## src/shared/tms_pkg.sv

```systemverilog
/*
  Shared constants and types of the TAP master sequencer: register map, field
  layouts, reset values and the TAP state encoding.
  Assumes a 32-bit classic Wishbone register bus with byte addresses.
*/
package tms_pkg;

  // Byte addresses, one aligned word each
  localparam logic [7:0] TMS_ADDR_CMD    = 8'h00;
  localparam logic [7:0] TMS_ADDR_STATUS = 8'h04;
  localparam logic [7:0] TMS_ADDR_LEN    = 8'h08;
  localparam logic [7:0] TMS_ADDR_OUTBUF = 8'h0C;
  localparam logic [7:0] TMS_ADDR_DISC   = 8'h10;
  localparam logic [7:0] TMS_ADDR_CFG    = 8'h14;

  // Status field positions
  localparam int TMS_STAT_FULL_BIT = 6;
  localparam int TMS_STAT_BUSY_BIT = 5;

  // Values after reset
  localparam logic [7:0]  TMS_CFG_RESET  = 8'h00;
  localparam logic [7:0]  TMS_DISC_RESET = 8'h03;
  localparam logic [15:0] TMS_LEN_RESET  = 16'h0000;

  // Reset divider of the test clock
  localparam int TMS_TCK_DIV_RESET = 16;

  // Outgoing buffer shape
  localparam int TMS_BUF_WIDTH = 8;
  localparam int TMS_BUF_DEPTH = 4;

  // Stable goal codes of the command register
  localparam logic [2:0] TMS_GOAL_RESET    = 3'h0;
  localparam logic [2:0] TMS_GOAL_IDLE     = 3'h1;
  localparam logic [2:0] TMS_GOAL_SHIFT_DR = 3'h2;
  localparam logic [2:0] TMS_GOAL_PAUSE_DR = 3'h3;
  localparam logic [2:0] TMS_GOAL_SHIFT_IR = 3'h4;
  localparam logic [2:0] TMS_GOAL_PAUSE_IR = 3'h5;

  typedef enum logic [3:0] {
    TAP_RESET, TAP_IDLE,
    TAP_SEL_DR, TAP_CAP_DR, TAP_SHIFT_DR, TAP_EXIT1_DR,
    TAP_PAUSE_DR, TAP_EXIT2_DR, TAP_UPD_DR,
    TAP_SEL_IR, TAP_CAP_IR, TAP_SHIFT_IR, TAP_EXIT1_IR,
    TAP_PAUSE_IR, TAP_EXIT2_IR, TAP_UPD_IR
  } tms_tap_t;

  typedef enum logic [1:0] {
    MODE_BUFFER, MODE_IN_ONLY, MODE_RECIRC, MODE_MOVE
  } tms_mode_t;

  typedef struct packed {
    logic      soft_reset_bit;
    logic      rsvd;
    logic      ir_path;
    tms_mode_t mode;
    logic [2:0] goal;
  } tms_cmd_t;

  typedef struct packed {
    logic [4:0] rsvd;
    logic       trst_assert;
    logic       loopback;
    logic       discrete;
  } tms_cfg_t;

  typedef struct packed {
    logic [5:0] rsvd;
    logic       tms_level;
    logic       tdo_level;
  } tms_disc_t;

endpackage

```

## src/core/tms_out_fifo.sv

```systemverilog
/*
  Outgoing scan byte FIFO with valid/ready on both sides and a clear input.
  Assumes one clock, synchronous active-high reset and a clock enable.
*/
`timescale 1ns/1ps
module tms_out_fifo
  import tms_pkg::*;
#(
  parameter int WIDTH = TMS_BUF_WIDTH,
  parameter int DEPTH = TMS_BUF_DEPTH
) (
  input  wire logic             clk_i,
  input  wire logic             rst_i,
  input  wire logic             ce_i,
  input  wire logic             clear_i,
  input  wire logic             push_valid_i,
  output logic                  push_ready_o,
  input  wire logic [WIDTH-1:0] push_data_i,
  output logic                  pop_valid_o,
  input  wire logic             pop_ready_i,
  output logic [WIDTH-1:0]      pop_data_o,
  output logic                  full_o
);
  localparam int AW = $clog2(DEPTH);

  if (DEPTH < 2 || (1 << AW) != DEPTH || WIDTH < 1) begin : g_check
    $error("tms_out_fifo: DEPTH must be a power of two of at least 2");
  end

  logic [WIDTH-1:0] mem_q [DEPTH];
  logic [AW-1:0]    wr_q;
  logic [AW-1:0]    rd_q;
  logic [AW:0]      cnt_q;
  logic             push;
  logic             pop;

  assign full_o       = (cnt_q == (AW+1)'(DEPTH));
  assign push_ready_o = ~full_o;
  assign pop_valid_o  = (cnt_q != '0);
  assign pop_data_o   = mem_q[rd_q];
  assign push         = push_valid_i & push_ready_o;
  assign pop          = pop_ready_i & pop_valid_o;

  always_ff @(posedge clk_i) begin
    if (ce_i && push) begin
      mem_q[wr_q] <= push_data_i;
    end
  end

  always_ff @(posedge clk_i) begin
    if (rst_i || (ce_i && clear_i)) begin
      wr_q  <= '0;
      rd_q  <= '0;
      cnt_q <= '0;
    end else if (ce_i) begin
      if (push) begin
        wr_q <= wr_q + AW'(1);
      end
      if (pop) begin
        rd_q <= rd_q + AW'(1);
      end
      if (push && !pop) begin
        cnt_q <= cnt_q + (AW+1)'(1);
      end else if (pop && !push) begin
        cnt_q <= cnt_q - (AW+1)'(1);
      end
    end
  end
endmodule

```

## src/core/tms_tap_master.sv

```systemverilog
/*
  TAP master sequencer: TMS generation toward stable states, target state
  record, test clock divider and serialisation of the outgoing scan buffer.
  Assumes a classic Wishbone master, one clock and target devices on the pins.
*/
// Chosen here: register access over Wishbone and the address map.
// Contract
// - Shift-DR to reset or idle sequences
// - Shift-DR to pause sequences
// - Shift-IR to reset, idle, Pause-IR sequences
// - Shift-IR to Pause-DR sequence, hold low
// - One state per TCK rise from TMS
// - Sixteen states, six stable, ten transient
// - Reset state entered on every reset kind
// - Select states left after one cycle
// - Exit to shift without recapture; pause holds
// - Four-byte FIFO, LSB first, right justified
// - Command start clears the outgoing buffer
// - Full flag bit 6, writes stalled while full
// - Input-only drives high; recirculate returns input
// - Discrete mode drives output from register
// - Loopback feeds buffer inward, pins held high
// - Any reset empties buffer, not full
// - Reset drives pins high, TCK divided sixteen
`timescale 1ns/1ps
module tms_tap_master
  import tms_pkg::*;
#(
  parameter int TCK_DIV = TMS_TCK_DIV_RESET
) (
  input  wire logic        clk_i,
  input  wire logic        rst_i,
  input  wire logic        ce_i,
  input  wire logic        wb_cyc_i,
  input  wire logic        wb_stb_i,
  input  wire logic        wb_we_i,
  input  wire logic [7:0]  wb_adr_i,
  input  wire logic [3:0]  wb_sel_i,
  input  wire logic [31:0] wb_dat_i,
  output logic [31:0]      wb_dat_o,
  output logic             wb_ack_o,
  input  wire logic        tdi_i,
  output logic             tck_o,
  output logic             tms_o,
  output logic             tdo_o,
  output logic             trst_n_o,
  output logic             loop_bit_o,
  output logic             loop_valid_o
);
  localparam int HALF = TCK_DIV / 2;
  localparam int CW   = (HALF > 1) ? $clog2(HALF) : 1;

  if (TCK_DIV < 4 || (TCK_DIV % 2) != 0) begin : g_check
    $error("tms_tap_master: TCK_DIV must be even and at least 4");
  end

  // Next state of the TAP controller
  function automatic tms_tap_t tap_next(tms_tap_t s, logic t);
    tms_tap_t n;
    n = s;
    unique case (s)
      TAP_RESET:    n = t ? TAP_RESET  : TAP_IDLE;
      TAP_IDLE:     n = t ? TAP_SEL_DR : TAP_IDLE;
      TAP_SEL_DR:   n = t ? TAP_SEL_IR : TAP_CAP_DR;
      TAP_CAP_DR:   n = t ? TAP_EXIT1_DR : TAP_SHIFT_DR;
      TAP_SHIFT_DR: n = t ? TAP_EXIT1_DR : TAP_SHIFT_DR;
      TAP_EXIT1_DR: n = t ? TAP_UPD_DR : TAP_PAUSE_DR;
      TAP_PAUSE_DR: n = t ? TAP_EXIT2_DR : TAP_PAUSE_DR;
      TAP_EXIT2_DR: n = t ? TAP_UPD_DR : TAP_SHIFT_DR;
      TAP_UPD_DR:   n = t ? TAP_SEL_DR : TAP_IDLE;
      TAP_SEL_IR:   n = t ? TAP_RESET  : TAP_CAP_IR;
      TAP_CAP_IR:   n = t ? TAP_EXIT1_IR : TAP_SHIFT_IR;
      TAP_SHIFT_IR: n = t ? TAP_EXIT1_IR : TAP_SHIFT_IR;
      TAP_EXIT1_IR: n = t ? TAP_UPD_IR : TAP_PAUSE_IR;
      TAP_PAUSE_IR: n = t ? TAP_EXIT2_IR : TAP_PAUSE_IR;
      TAP_EXIT2_IR: n = t ? TAP_UPD_IR : TAP_SHIFT_IR;
      TAP_UPD_IR:   n = t ? TAP_SEL_DR : TAP_IDLE;
    endcase
    return n;
  endfunction

  // TMS level that moves one step along the shortest path to a stable goal
  function automatic logic tms_toward(tms_tap_t s, tms_tap_t g);
    logic t;
    logic dr_goal;
    logic ir_goal;
    dr_goal = (g == TAP_SHIFT_DR) || (g == TAP_PAUSE_DR);
    ir_goal = (g == TAP_SHIFT_IR) || (g == TAP_PAUSE_IR);
    t = 1'b1;
    unique case (s)
      TAP_RESET:    t = (g == TAP_RESET);
      TAP_IDLE:     t = (g != TAP_IDLE);
      TAP_SEL_DR:   t = ~dr_goal;
      TAP_SEL_IR:   t = ~ir_goal;
      TAP_CAP_DR, TAP_SHIFT_DR, TAP_EXIT2_DR:
        t = (g != TAP_SHIFT_DR);
      TAP_CAP_IR, TAP_SHIFT_IR, TAP_EXIT2_IR:
        t = (g != TAP_SHIFT_IR);
      TAP_EXIT1_DR: t = ~dr_goal;
      TAP_EXIT1_IR: t = ~ir_goal;
      TAP_PAUSE_DR: t = (g != TAP_PAUSE_DR);
      TAP_PAUSE_IR: t = (g != TAP_PAUSE_IR);
      TAP_UPD_DR, TAP_UPD_IR:
        t = (g != TAP_IDLE);
    endcase
    return t;
  endfunction

  function automatic tms_tap_t goal_state(logic [2:0] c);
    tms_tap_t g;
    unique case (c)
      TMS_GOAL_RESET:    g = TAP_RESET;
      TMS_GOAL_SHIFT_DR: g = TAP_SHIFT_DR;
      TMS_GOAL_PAUSE_DR: g = TAP_PAUSE_DR;
      TMS_GOAL_SHIFT_IR: g = TAP_SHIFT_IR;
      TMS_GOAL_PAUSE_IR: g = TAP_PAUSE_IR;
      default:           g = TAP_IDLE;
    endcase
    return g;
  endfunction

  logic            soft_rst_q;
  logic            rst_all;
  logic            ack_q;
  logic [31:0]     rdat_q;
  logic [31:0]     rdat;
  tms_cfg_t        cfg_q;
  tms_disc_t       disc_q;
  logic [15:0]     len_q;
  tms_cmd_t        cmd;
  logic            req;
  logic            wr_fire;
  logic            hit_cmd;
  logic            hit_out;
  logic            start;
  logic            busy_q;
  logic            scan_q;
  tms_mode_t       mode_q;
  tms_tap_t        goal_q;
  tms_tap_t        target_q;
  tms_tap_t        tap_q;
  logic [15:0]     rem_q;
  logic [2:0]      bit_q;
  logic            tms_q;
  logic            tdo_q;
  logic            tck_q;
  logic [CW-1:0]   cnt_q;
  logic            in_shift;
  logic            stall;
  logic            edge_tick;
  logic            rise;
  logic            fall;
  logic            buf_full;
  logic            buf_valid;
  logic [7:0]      buf_data;
  logic            buf_pop;
  logic            tdi_s1_q;
  logic            tdi_s2_q;
  logic            tdi_s3_q;
  logic            tdi_lvl_q;

  // Software reset acts on the cycle after the write
  assign rst_all = rst_i | soft_rst_q;

  // Wishbone slave
  assign req      = wb_cyc_i & wb_stb_i;
  assign hit_cmd  = (wb_adr_i[7:2] == TMS_ADDR_CMD[7:2]);
  assign hit_out  = (wb_adr_i[7:2] == TMS_ADDR_OUTBUF[7:2]);
  assign wr_fire  = ce_i & ack_q & req & wb_we_i;
  assign cmd      = tms_cmd_t'(wb_dat_i[7:0]);
  assign start    = wr_fire & hit_cmd & wb_sel_i[0] & ~cmd.soft_reset_bit
                    & ~cfg_q.discrete & ~busy_q;
  assign wb_ack_o = ack_q;
  assign wb_dat_o = rdat_q;

  always_comb begin
    rdat = 32'h0000_0000;
    unique case (wb_adr_i[7:2])
      TMS_ADDR_STATUS[7:2]: begin
        rdat[TMS_STAT_FULL_BIT] = buf_full;
        rdat[TMS_STAT_BUSY_BIT] = busy_q;
        rdat[3:0]               = tap_q;
      end
      TMS_ADDR_LEN[7:2]:  rdat[15:0] = len_q;
      TMS_ADDR_DISC[7:2]: rdat[7:0]  = disc_q;
      TMS_ADDR_CFG[7:2]:  rdat[7:0]  = cfg_q;
      default:            rdat = 32'h0000_0000;
    endcase
  end

  always_ff @(posedge clk_i) begin
    if (rst_all) begin
      ack_q  <= 1'b0;
      rdat_q <= 32'h0000_0000;
    end else if (ce_i) begin
      if (ack_q) begin
        ack_q <= 1'b0;
      end else if (req && !(wb_we_i && hit_out && buf_full)) begin
        ack_q  <= 1'b1;
        rdat_q <= wb_we_i ? 32'h0000_0000 : rdat;
      end
    end
  end

  always_ff @(posedge clk_i) begin
    if (rst_i) begin
      soft_rst_q <= 1'b0;
    end else if (ce_i) begin
      soft_rst_q <= ~soft_rst_q & wr_fire & hit_cmd & wb_sel_i[0]
                    & cmd.soft_reset_bit;
    end
  end

  always_ff @(posedge clk_i) begin
    if (rst_all) begin
      cfg_q  <= tms_cfg_t'(TMS_CFG_RESET);
      disc_q <= tms_disc_t'(TMS_DISC_RESET);
      len_q  <= TMS_LEN_RESET;
    end else if (wr_fire) begin
      if (wb_adr_i[7:2] == TMS_ADDR_CFG[7:2] && wb_sel_i[0]) begin
        cfg_q <= tms_cfg_t'({5'h00, wb_dat_i[2:0]});
      end
      if (wb_adr_i[7:2] == TMS_ADDR_DISC[7:2] && wb_sel_i[0]) begin
        disc_q <= tms_disc_t'({6'h00, wb_dat_i[1:0]});
      end
      if (wb_adr_i[7:2] == TMS_ADDR_LEN[7:2]) begin
        if (wb_sel_i[0]) begin
          len_q[7:0] <= wb_dat_i[7:0];
        end
        if (wb_sel_i[1]) begin
          len_q[15:8] <= wb_dat_i[15:8];
        end
      end
    end
  end

  tms_out_fifo #(
    .WIDTH (TMS_BUF_WIDTH),
    .DEPTH (TMS_BUF_DEPTH)
  ) u_out_fifo (
    .clk_i        (clk_i),
    .rst_i        (rst_all),
    .ce_i         (ce_i),
    .clear_i      (start),
    .push_valid_i (wr_fire & hit_out & wb_sel_i[0]),
    .push_ready_o (),
    .push_data_i  (wb_dat_i[7:0]),
    .pop_valid_o  (buf_valid),
    .pop_ready_i  (buf_pop),
    .pop_data_o   (buf_data),
    .full_o       (buf_full)
  );

  // Test clock; a buffered scan waits with TCK high for the next byte
  assign in_shift  = scan_q & (tap_q == target_q);
  assign stall     = tck_q & in_shift & (mode_q == MODE_BUFFER) & ~buf_valid;
  assign edge_tick = ce_i & (cnt_q == CW'(HALF - 1)) & ~stall;
  assign rise      = edge_tick & ~tck_q;
  assign fall      = edge_tick & tck_q;
  assign buf_pop   = rise & in_shift & (mode_q == MODE_BUFFER)
                     & ((bit_q == 3'h7) || (rem_q == 16'h0001));

  always_ff @(posedge clk_i) begin
    if (rst_all) begin
      cnt_q <= '0;
      tck_q <= 1'b0;
    end else if (ce_i && !stall) begin
      if (cnt_q == CW'(HALF - 1)) begin
        cnt_q <= '0;
        tck_q <= ~tck_q;
      end else begin
        cnt_q <= cnt_q + CW'(1);
      end
    end
  end

  // Target state record and command progress on each TCK rise
  always_ff @(posedge clk_i) begin
    if (rst_all) begin
      tap_q    <= TAP_RESET;
      busy_q   <= 1'b0;
      scan_q   <= 1'b0;
      mode_q   <= MODE_MOVE;
      goal_q   <= TAP_RESET;
      target_q <= TAP_RESET;
      rem_q    <= 16'h0000;
      bit_q    <= 3'h0;
    end else if (start) begin
      busy_q   <= 1'b1;
      mode_q   <= cmd.mode;
      goal_q   <= goal_state(cmd.goal);
      bit_q    <= 3'h0;
      rem_q    <= len_q;
      scan_q   <= (cmd.mode != MODE_MOVE) && (len_q != 16'h0000);
      if (cmd.mode != MODE_MOVE && len_q != 16'h0000) begin
        target_q <= cmd.ir_path ? TAP_SHIFT_IR : TAP_SHIFT_DR;
      end else begin
        target_q <= goal_state(cmd.goal);
      end
    end else if (rise) begin
      tap_q <= tap_next(tap_q, tms_q);
      if (in_shift) begin
        rem_q <= rem_q - 16'h0001;
        bit_q <= buf_pop ? 3'h0 : bit_q + 3'h1;
        if (rem_q == 16'h0001) begin
          scan_q   <= 1'b0;
          target_q <= goal_q;
        end
      end else if (busy_q && !scan_q && tap_next(tap_q, tms_q) == goal_q) begin
        busy_q <= 1'b0;
      end
    end
  end

  // TMS and scan data change on the TCK fall
  always_ff @(posedge clk_i) begin
    if (rst_all) begin
      tms_q <= 1'b1;
      tdo_q <= 1'b1;
    end else if (fall) begin
      if (in_shift && rem_q > 16'h0001) begin
        tms_q <= 1'b0;
      end else begin
        tms_q <= tms_toward(tap_q, in_shift ? goal_q : target_q);
      end
      if (in_shift) begin
        unique case (mode_q)
          MODE_BUFFER:  tdo_q <= buf_data[bit_q];
          MODE_RECIRC:  tdo_q <= tdi_lvl_q;
          MODE_IN_ONLY: tdo_q <= 1'b1;
          MODE_MOVE:    tdo_q <= 1'b1;
        endcase
      end else begin
        tdo_q <= 1'b1;
      end
    end
  end

  // Serial input from the target, filtered over the last two stages
  always_ff @(posedge clk_i) begin
    if (rst_all) begin
      tdi_s1_q  <= 1'b1;
      tdi_s2_q  <= 1'b1;
      tdi_s3_q  <= 1'b1;
      tdi_lvl_q <= 1'b1;
    end else if (ce_i) begin
      tdi_s1_q <= tdi_i;
      tdi_s2_q <= tdi_s1_q;
      tdi_s3_q <= tdi_s2_q;
      if (tdi_s2_q == tdi_s3_q) begin
        tdi_lvl_q <= tdi_s3_q;
      end
    end
  end

  // Pin drivers
  always_ff @(posedge clk_i) begin
    if (rst_all) begin
      tck_o        <= 1'b0;
      tms_o        <= 1'b1;
      tdo_o        <= 1'b1;
      trst_n_o     <= 1'b1;
      loop_bit_o   <= 1'b0;
      loop_valid_o <= 1'b0;
    end else if (ce_i) begin
      tck_o    <= tck_q;
      trst_n_o <= ~cfg_q.trst_assert;
      if (cfg_q.loopback) begin
        tms_o <= 1'b1;
        tdo_o <= 1'b1;
      end else if (cfg_q.discrete) begin
        tms_o <= disc_q.tms_level;
        tdo_o <= disc_q.tdo_level;
      end else begin
        tms_o <= tms_q;
        tdo_o <= tdo_q;
      end
      loop_valid_o <= rise & in_shift & cfg_q.loopback;
      loop_bit_o   <= tdo_q;
    end
  end
endmodule

```

## config.mk

```make
export PLATFORM = sky130hd
export DESIGN_NAME = tms_tap_master
export DESIGN_NICKNAME = d
export VERILOG_FILES = /design/src/shared/tms_pkg.sv /design/src/core/tms_out_fifo.sv /design/src/core/tms_tap_master.sv
export SDC_FILE = /design/constraint.sdc
export NUM_CORES = 1
export LEC_CHECK = 0
export BUFFER_PORTS_ARGS = -buffer_cell sky130_fd_sc_hd__buf_2
export CORE_MARGIN = 4
export CORE_UTILIZATION = 52
export DETAILED_ROUTE_END_ITERATION = 10
export GPL_TIMING_DRIVEN = 0
export PLACE_DENSITY = 0.77
export SLEW_MARGIN = 15
export SYNTH_ARGS = -nofsm -noshare
export SYNTH_HDL_FRONTEND = slang
export SYNTH_HIERARCHICAL = 1
export SYNTH_SLANG_ARGS = --single-unit
```

## constraint.sdc

```tcl
create_clock -name clk_i -period 2.4 [get_ports clk_i]
set_clock_uncertainty 0.1 [all_clocks]
set_input_delay 0.48 -clock clk_i [delete_from_list [all_inputs] [get_ports clk_i]]
set_output_delay 0.48 -clock clk_i [all_outputs]
set_load 0.03 [all_outputs]
```

==> results of run 1 <==
-- placed cells by master (no fill, tap or decap), types with 8 or more instances in the layout --
cell	Yosys	routed
nor2_1	100	93
dfxtp_1	99	90
nand2_1	59	57
buf_2	8	56
buf_4	17	42
mux2i_1	40	39
a21oi_1	37	35
edfxtp_1	32	32
o21ai_0	32	24
clkbuf_1	25	22
a22oi_1	17	17
clkbuf_16	0	17
conb_1	1	16
nand3_1	17	15
xnor2_1	17	13
inv_1	13	12
nor3_1	14	12
mux4_2	10	10
nand2b_1	9	9
ha_1	11	9
nor4_1	13	8
-- cells in the mapped netlist (5+ instances only) --
cell	n	share of area (%)
buf_2	8	0.60
mux4_2	10	3.4
edfxtp_1	32	14
clkbuf_1	25	1.4
ha_1	11	2.1
nor2_1	100	5.6
or3_1	6	0.56
a211oi_1	7	0.79
nand3_1	17	1.3
inv_1	13	0.73
buf_4	17	1.9
and2_1	7	0.66
nand2_1	59	3.3
o21ai_0	32	2.4
nor3_1	14	1.0
a22oi_1	17	1.9
nand2b_1	9	0.84
a31oi_1	5	0.47
a21oi_1	37	2.8
nor4_1	13	1.2
dfxtp_1	99	30
buf_1	7	0.39
xor2_1	10	1.3
nor3b_1	5	0.56
nor2b_1	8	0.75
nand3b_1	6	0.67
mux2i_1	40	6.0
a211oi_2	7	1.3
xnor2_1	17	2.2
o211ai_1	5	0.56
-- sequential cells by signal, summed over array words and instances, names as in the netlist, 2 cells and up, named ones only --
name	flops
cfg_q	3
tap_q	4
goal_q	4
u_out_fifo/mem_q	32
bit_q	3
mode_q	2
len_q	16
disc_q	2
target_q	4
cnt_q	3
u_out_fifo/cnt_q	3
u_out_fifo/rd_q	2
wb_dat_o	16
u_out_fifo/wr_q	2
rem_q	16
-- power groups by stage --
stage	logic, µW	clock network (µW)	registers [µW]
finish	215	2330	2270
global route	229	2450	2270
CTS	207	2330	2270
detailed placement	201	0	2320
global placement	196	0	2320
floorplan	121	0	2320
-- per-stage QoR --
stage | util (%) | area [µm²]
finish | 66.2 | 8350
global route | 66.2 | 8350
CTS | 64.6 | 8160
detailed placement | 57.8 | 7290
global placement | 57.8 | 7290
floorplan | - | 6820
-- final cells by class --
type | instances | area share, %
multi-input combinational | 522 | 45.0
sequential | 131 | 35.5
timing repair buffer | 80 | 5.82
clock buffer | 24 | 5.53
buffer | 54 | 4.12
tap | 172 | 2.58
inverter | 15 | 0.734
clock inverter | 8 | 0.719
-- tightest hold or removal path, delay by kind of cell --
| kind | cells | cell delay (ns) |
|---|---|---|
| buffers and inverters | 1 | 0.08 |
| and+or+nand+nor | 1 | 0.05 |
| muxes | 1 | 0.06 |
-- timing repair --
item / 4_1_cts / 5_1_grt
setup buffers: 22 / 8
hold endpoints to repair: 0 / 0
pin swaps: 22 / 26
endpoints found under the setup margin: 31 / 70
gates resized for setup: 54 / 43
-- worst paths after layout --
| check | to | slack (ns) | depth (start not counted) |
|---|---|---|---|
| max | u_out_fifo/cnt_q[1] | -0.28 | 11 |
| min | tdi_s1_q | 0.18 | 3 |
| max reg2reg | u_out_fifo/cnt_q[1] | -0.28 | 11 |
| min reg2reg | tdi_s3_q | 0.36 | 2 |
-- logic make-up after synthesis --
group	share of synthesized area, %
other	0.0561
muxes	9.37
adders and majority gates	2.36
xor gates and xnor gates	3.54
DFF	44.1
buffers and inverters	5.81
and+or+nand+nor	20.4
AOI/OAI and AO/OA	14.4
-- per-layer routing --
metal / track usage [%] / up-vias
met5: 0 / -
met4: 9.59 / 0
met3: 6.15 / 62
met2: 44.2 / 343
met1: 35.2 / 2928
li1: - / 2762
==> flow_summary_export.csv, run 1 <==
group,metric,value,unit
outcome,status,"finished, violations left",
outcome,violations,"negative setup slack",
yosys,postSynthAreaPerCell,9.36,µm²
sta,fin_hold_ws,0.183,ns
routing,wirelength,19600,µm
routing,met3_length,1790,µm
routing,post_drt_via_cell_ratio,6.06,
floorplanning,initial_core_util,52.9,%
clocking,cts.hold.buffers_added,0,
setup_path,cp_num_buf_inv,1,
yosys,netlist-cell-type-count,70,
power_and_ir_drop,leakage,0.00314,µW
worst_hold_path,min_from,"tdi_i",
power_and_ir_drop,pwr-share-comb,4.5,%
power_and_ir_drop,peakVddDrop,0.608,mV
setup_path,r2r-start,"rem_q[4]",
setup_path,max_stage_delay,0.46,ns
sta,hold_viol_final,0,
power_and_ir_drop,swShare,21.9,%
setup_path,end_kind,"register",
cells_and_area,fin_cells,1006,
routing,wl_met1,7800,µm
global_route,grt_pass1_wl,30900,µm
setup_path,worstPathCellList,"or4_4, nand4b_1, nor2_2, o21ai_2, nor2_4, nand2_2, ha_4, inv_2, fa_1, mux2i_1, nor2_1",
place,post-place-ws,-0.556,ns
place,dpl.hpwl,12800,µm
place,dpl.cell_count,953,
setup_path,startpoint_type,"register",
cells_and_area,num_antenna_cells,0,
power_and_ir_drop,power_frac_clock,48.4,%
floorplanning,die_x,121,µm
setup_path,cp-startpoint,"rem_q[4]",
clocking,clk_latency,0.42,ns
yosys,yosysSeqAreaShare,44.1,%
routing,met2_wirelength,9530,µm
routing,avgRoutedWirePerCell,19.5,µm
global_route,grt_start_max_net_pins,17,
clocking,clock-root-buffer,"clkbuf_16",
routing,num_vias,6095,
yosys,synth.cell_area,6680,µm²
power_and_ir_drop,power,4810,µW
floorplanning,die_h,121,µm
floorplanning,io_pins,90,
place,io_buffers,52,
floorplanning,rows,41,
sta,tightest_slew,0.774,ns
routing,drt_pre_antenna_iters,6,
power_and_ir_drop,power_density,576,nW/µm²
cells_and_area,register_area,2960,µm²
routing,drc,0,
yosys,yosysWarningCount,6,
setup_path,crit_type,"reg2reg",
cells_and_area,multi_input_comb_area,3760,µm²
sta,drv_slew,0,
global_route,track_usage,27.0,%
setup_path,crit_arrival,2.89,ns
sta,min_period,2.68,ns
setup_path,worstPathMaxFanout,6,
yosys,synth_cells,714,
setup_path,required,2.60,ns
floorplanning,core_region_area,12600,µm²
clocking,cts_sinks,131,
sta,fin_crit_sh,112,%
setup_path,cp_slowest_cell,"or4_4",
floorplanning,dieArea,14700,µm²
clocking,path_clk_slew,0.05,ns
setup_path,crit_family,"simple AND/OR/NAND/NOR gates",
clocking,cts_tree,"done",
run,maxCapViolCount,0,
place,globalplace.congestion,0.890,
yosys,synth_async_sr_flop_share,0,%
yosys,synth_flop_cell,"dfxtp_1",
worst_hold_path,hp-class,"in2reg",
routing,postRouteAntennaNets,0,
cells_and_area,syn2layout_area_growth,25.0,%
cells_and_area,n_fill_cell,973,
yosys,synth-seq-cells,131,
sta,finalSetupViolCount,9,
sta,finalWorstSetupSlack,-0.281,ns
sta,fmax,373,MHz
clocking,htree_levels,4,
global_route,grt_overflow,0,
power_and_ir_drop,power.switching,1050,µW
sta,fin_setup_tns,-0.969,ns
global_route,antenna_found_initial,0,
clocking,numCtsBuffers,17,
global_route,grt_pass1_vias,5955,
sta,relSlewSlack,48.4,%
power_and_ir_drop,intPower,3760,µW
power_and_ir_drop,sequentialPowerShare,47.1,%
routing,top_layer,"met4",
clocking,clock_path_buffers,2,
sta,rsz0062_at_grt,"yes",
cells_and_area,drive_above_1_share,27.1,%
yosys,synth_edf_count,32,
cells_and_area,nets,884,
routing,drt_iter0_drc,659,
No activity file was read; power rests on OpenSTA's default activity.
==> run 2: changes to the inputs <==
- SLEW_MARGIN: 15 -> 40
- SYNTH_HIERARCHICAL: 1 -> not set
==> run 2 against run 1 <==
Effect of this change:
- sequential power barely moved
- power rose by 4.7%
- worst hold slack got worse by 0.024 ns
- sequential share of layout area rose by 0.53 points
- register-to-register slack got worse by 0.20 ns
- combinational power fell by 3%
- clock-buffer cell count fell by 5
- the flow still finishes with violations (negative setup slack)
- die area rose by 1.4%
==> flow_summary_export.csv, run 2 <==
group,metric,value,unit
outcome,status,"finished, violations left",
outcome,violations,"negative setup slack",
routing,post_drt_via_cell_ratio,5.88,
yosys,synth.cell_area,6780,µm²
clocking,cts_sinks,131,
global_route,grt_start_max_net_pins,17,
power_and_ir_drop,sequentialPowerShare,45.0,%
sta,tightest_slew,0.649,ns
routing,num_vias,5803,
global_route,grt_overflow,0,
floorplanning,io_pins,90,
power_and_ir_drop,peakVddDrop,0.508,mV
routing,avgRoutedWirePerCell,19.1,µm
yosys,yosysWarningCount,0,
floorplanning,rows,41,
yosys,synth_flop_cell,"dfxtp_1",
clocking,clock_path_buffers,2,
yosys,synth_common_cells,"dfxtp_1, nor2_1, nand2_1",
setup_path,crit_type,"reg2reg",
routing,wirelength,18900,µm
cells_and_area,syn2layout_area_growth,21.3,%
global_route,grt_pass1_vias,5859,
yosys,synth-seq-cells,131,
setup_path,worstPathMaxFanout,4,
routing,drt_pre_antenna_iters,5,
cells_and_area,final_core_util,64.9,%
sta,rsz0062_at_grt,"yes",
cells_and_area,nets,865,
global_route,antenna_found_initial,0,
power_and_ir_drop,power_density,612,nW/µm²
clocking,cts_tree,"done",
setup_path,crit_arrival,3.08,ns
sta,min_period,2.88,ns
setup_path,reg2reg_depth,13,
routing,drt_iter0_drc,607,
sta,relSlewSlack,56.7,%
clocking,path_clk_slew,0.06,ns
setup_path,startpoint_type,"register",
cells_and_area,n_fill_cell,994,
setup_path,end_kind,"register",
yosys,synth_top_cell_area_share,29.2,%
place,post-place-ws,-0.784,ns
routing,drc,0,
worst_hold_path,hp-class,"in2reg",
floorplanning,die_x,122,µm
place,dpl.hpwl,13200,µm
cells_and_area,final_cell_mix,"nor2_1, dfxtp_1, buf_2",
yosys,synth_edf_count,32,
yosys,synth.area.top_cells,"dfxtp_1, edfxtp_1, mux2i_1",
power_and_ir_drop,intPower,3870,µW
sta,fin_setup_tns,-1.58,ns
clocking,htree_levels,4,
routing,postRouteAntennaNets,0,
power_and_ir_drop,leakage,0.00314,µW
floorplanning,core_region_area,12700,µm²
global_route,track_usage,26.2,%
sta,finalWorstSetupSlack,-0.484,ns
setup_path,required,2.59,ns
cells_and_area,register_area,2960,µm²
yosys,netlist-cell-type-count,81,
clocking,numCtsBuffers,17,
cells_and_area,mostFrequentLayoutCell,"nor2_1",
clocking,clk_latency,0.41,ns
sta,fin_crit_sh,120,%
place,globalplace.congestion,0.938,
sta,drv_slew,0,
floorplanning,initial_core_util,53.5,%
global_route,grt_pass1_wl,30200,µm
sta,fmax,347,MHz
cells_and_area,num_antenna_cells,0,
cells_and_area,drive_above_1_share,26.4,%
floorplanning,die_h,122,µm
sta,hold_viol_final,0,
yosys,synth_most_common_cell,"dfxtp_1",
sta,finalSetupViolCount,14,
worst_hold_path,min_path_cells,2,
cells_and_area,multi_input_comb_area,3620,µm²
run,maxCapViolCount,0,
power_and_ir_drop,power.switching,1170,µW
cells_and_area,finalInstanceArea,8220,µm²
power_and_ir_drop,power_frac_clock,50.9,%
yosys,yosysSeqAreaShare,43.4,%
place,placed_cell_area,7360,µm²
clocking,clock-root-buffer,"clkbuf_16",
yosys,synth_async_sr_flop_share,0,%
yosys,postSynthAreaPerCell,9.74,µm²
cells_and_area,fin_cells,987,
cells_and_area,largest_reg_flops,32,
power_and_ir_drop,pwr-share-comb,4.1,%
place,dpl.cell_count,935,
cells_and_area,regMostFlops,"u_out_fifo.mem_q",
yosys,synth_cells,696,
power_and_ir_drop,swShare,23.1,%
yosys,yosysTopAreaCell,"dfxtp_1",
floorplanning,dieArea,14900,µm²
place,io_buffers,52,
[run 2: cell families after synthesis]
kind of cell | count (synthesis) | synth area share [%]
DFF | 131 | 43.4
other | 1 | 0.0553
adders and majority gates | 12 | 2.33
and+or+nand+nor | 260 | 20.7
AOI/OAI and AO/OA | 132 | 13.9
buffers and inverters | 74 | 5.61
muxes | 56 | 10.2
xor gates and xnor gates | 30 | 3.88
[run 2: timing repair]
item / CTS / global route
cloned: 0 / 0
endpoints found under the setup margin: 65 / 78
hold buffers: 0 / 0
pin swaps: 10 / 12
resized for setup: 23 / 23
buffers inserted: 13 / 11
endpoints found under the hold margin: 0 / 0
[run 2: path summary, 6_finish.rpt]
path / from / to / slack, ns
worst max-delay path: rem_q[3] / u_out_fifo.cnt_q[2] / -0.48
worst min-delay path: rst_i / soft_rst_q / 0.16
worst max register to register: rem_q[3] / u_out_fifo.cnt_q[2] / -0.48
worst min register to register: trst_n_o / trst_n_o / 0.37
[run 2: cell type report]
class,instances,share of cell area (%)
multi-input combinational,506,44.1
timing repair buffer,76,5.55
clock inverter,13,1.81
clock buffer,19,5.26
sequential,131,36.0
inverter,16,0.822
tap,172,2.62
buffer,54,3.85
[run 2: power groups by stage]
stage	Clock, µW	Combinational (µW)	Sequential, µW
floorplan	0	123	2320
global placement	0	196	2320
detailed placement	0	202	2320
CTS	2560	204	2270
global route	2680	223	2270
finish	2560	208	2270
[run 2: worst max-delay path, stage by stage, from the launching register on]
cell and delay [ns]:
dfxtp_4 0.36, or4_4 0.55, nor3_4 0.22, nand4_2 0.15, nand2b_1 0.12, nand3_2 0.09, or2_4 0.26, ha_4 0.16
inv_2 0.04, fa_1 0.19, xnor2_1 0.15, nand2_1 0.11, xor2_1 0.18, nor2_1 0.06
[run 2: stage by stage]
step	power [µW]	hold WS, ns
3_5_place_dp	2520	0.363
4_1_cts	5030	0.153
6_report	5030	0.159
2_1_floorplan	2440	0.330
5_1_grt	5170	0.186
3_3_place_gp	2510	0.345
[run 2: layer usage]
layer | global-route usage, % | share of wire (%)
met5 | 0 | 0
met4 | 10.4 | 2.2
met3 | 6.08 | 7.8
met2 | 41.7 | 48
met1 | 34.6 | 42
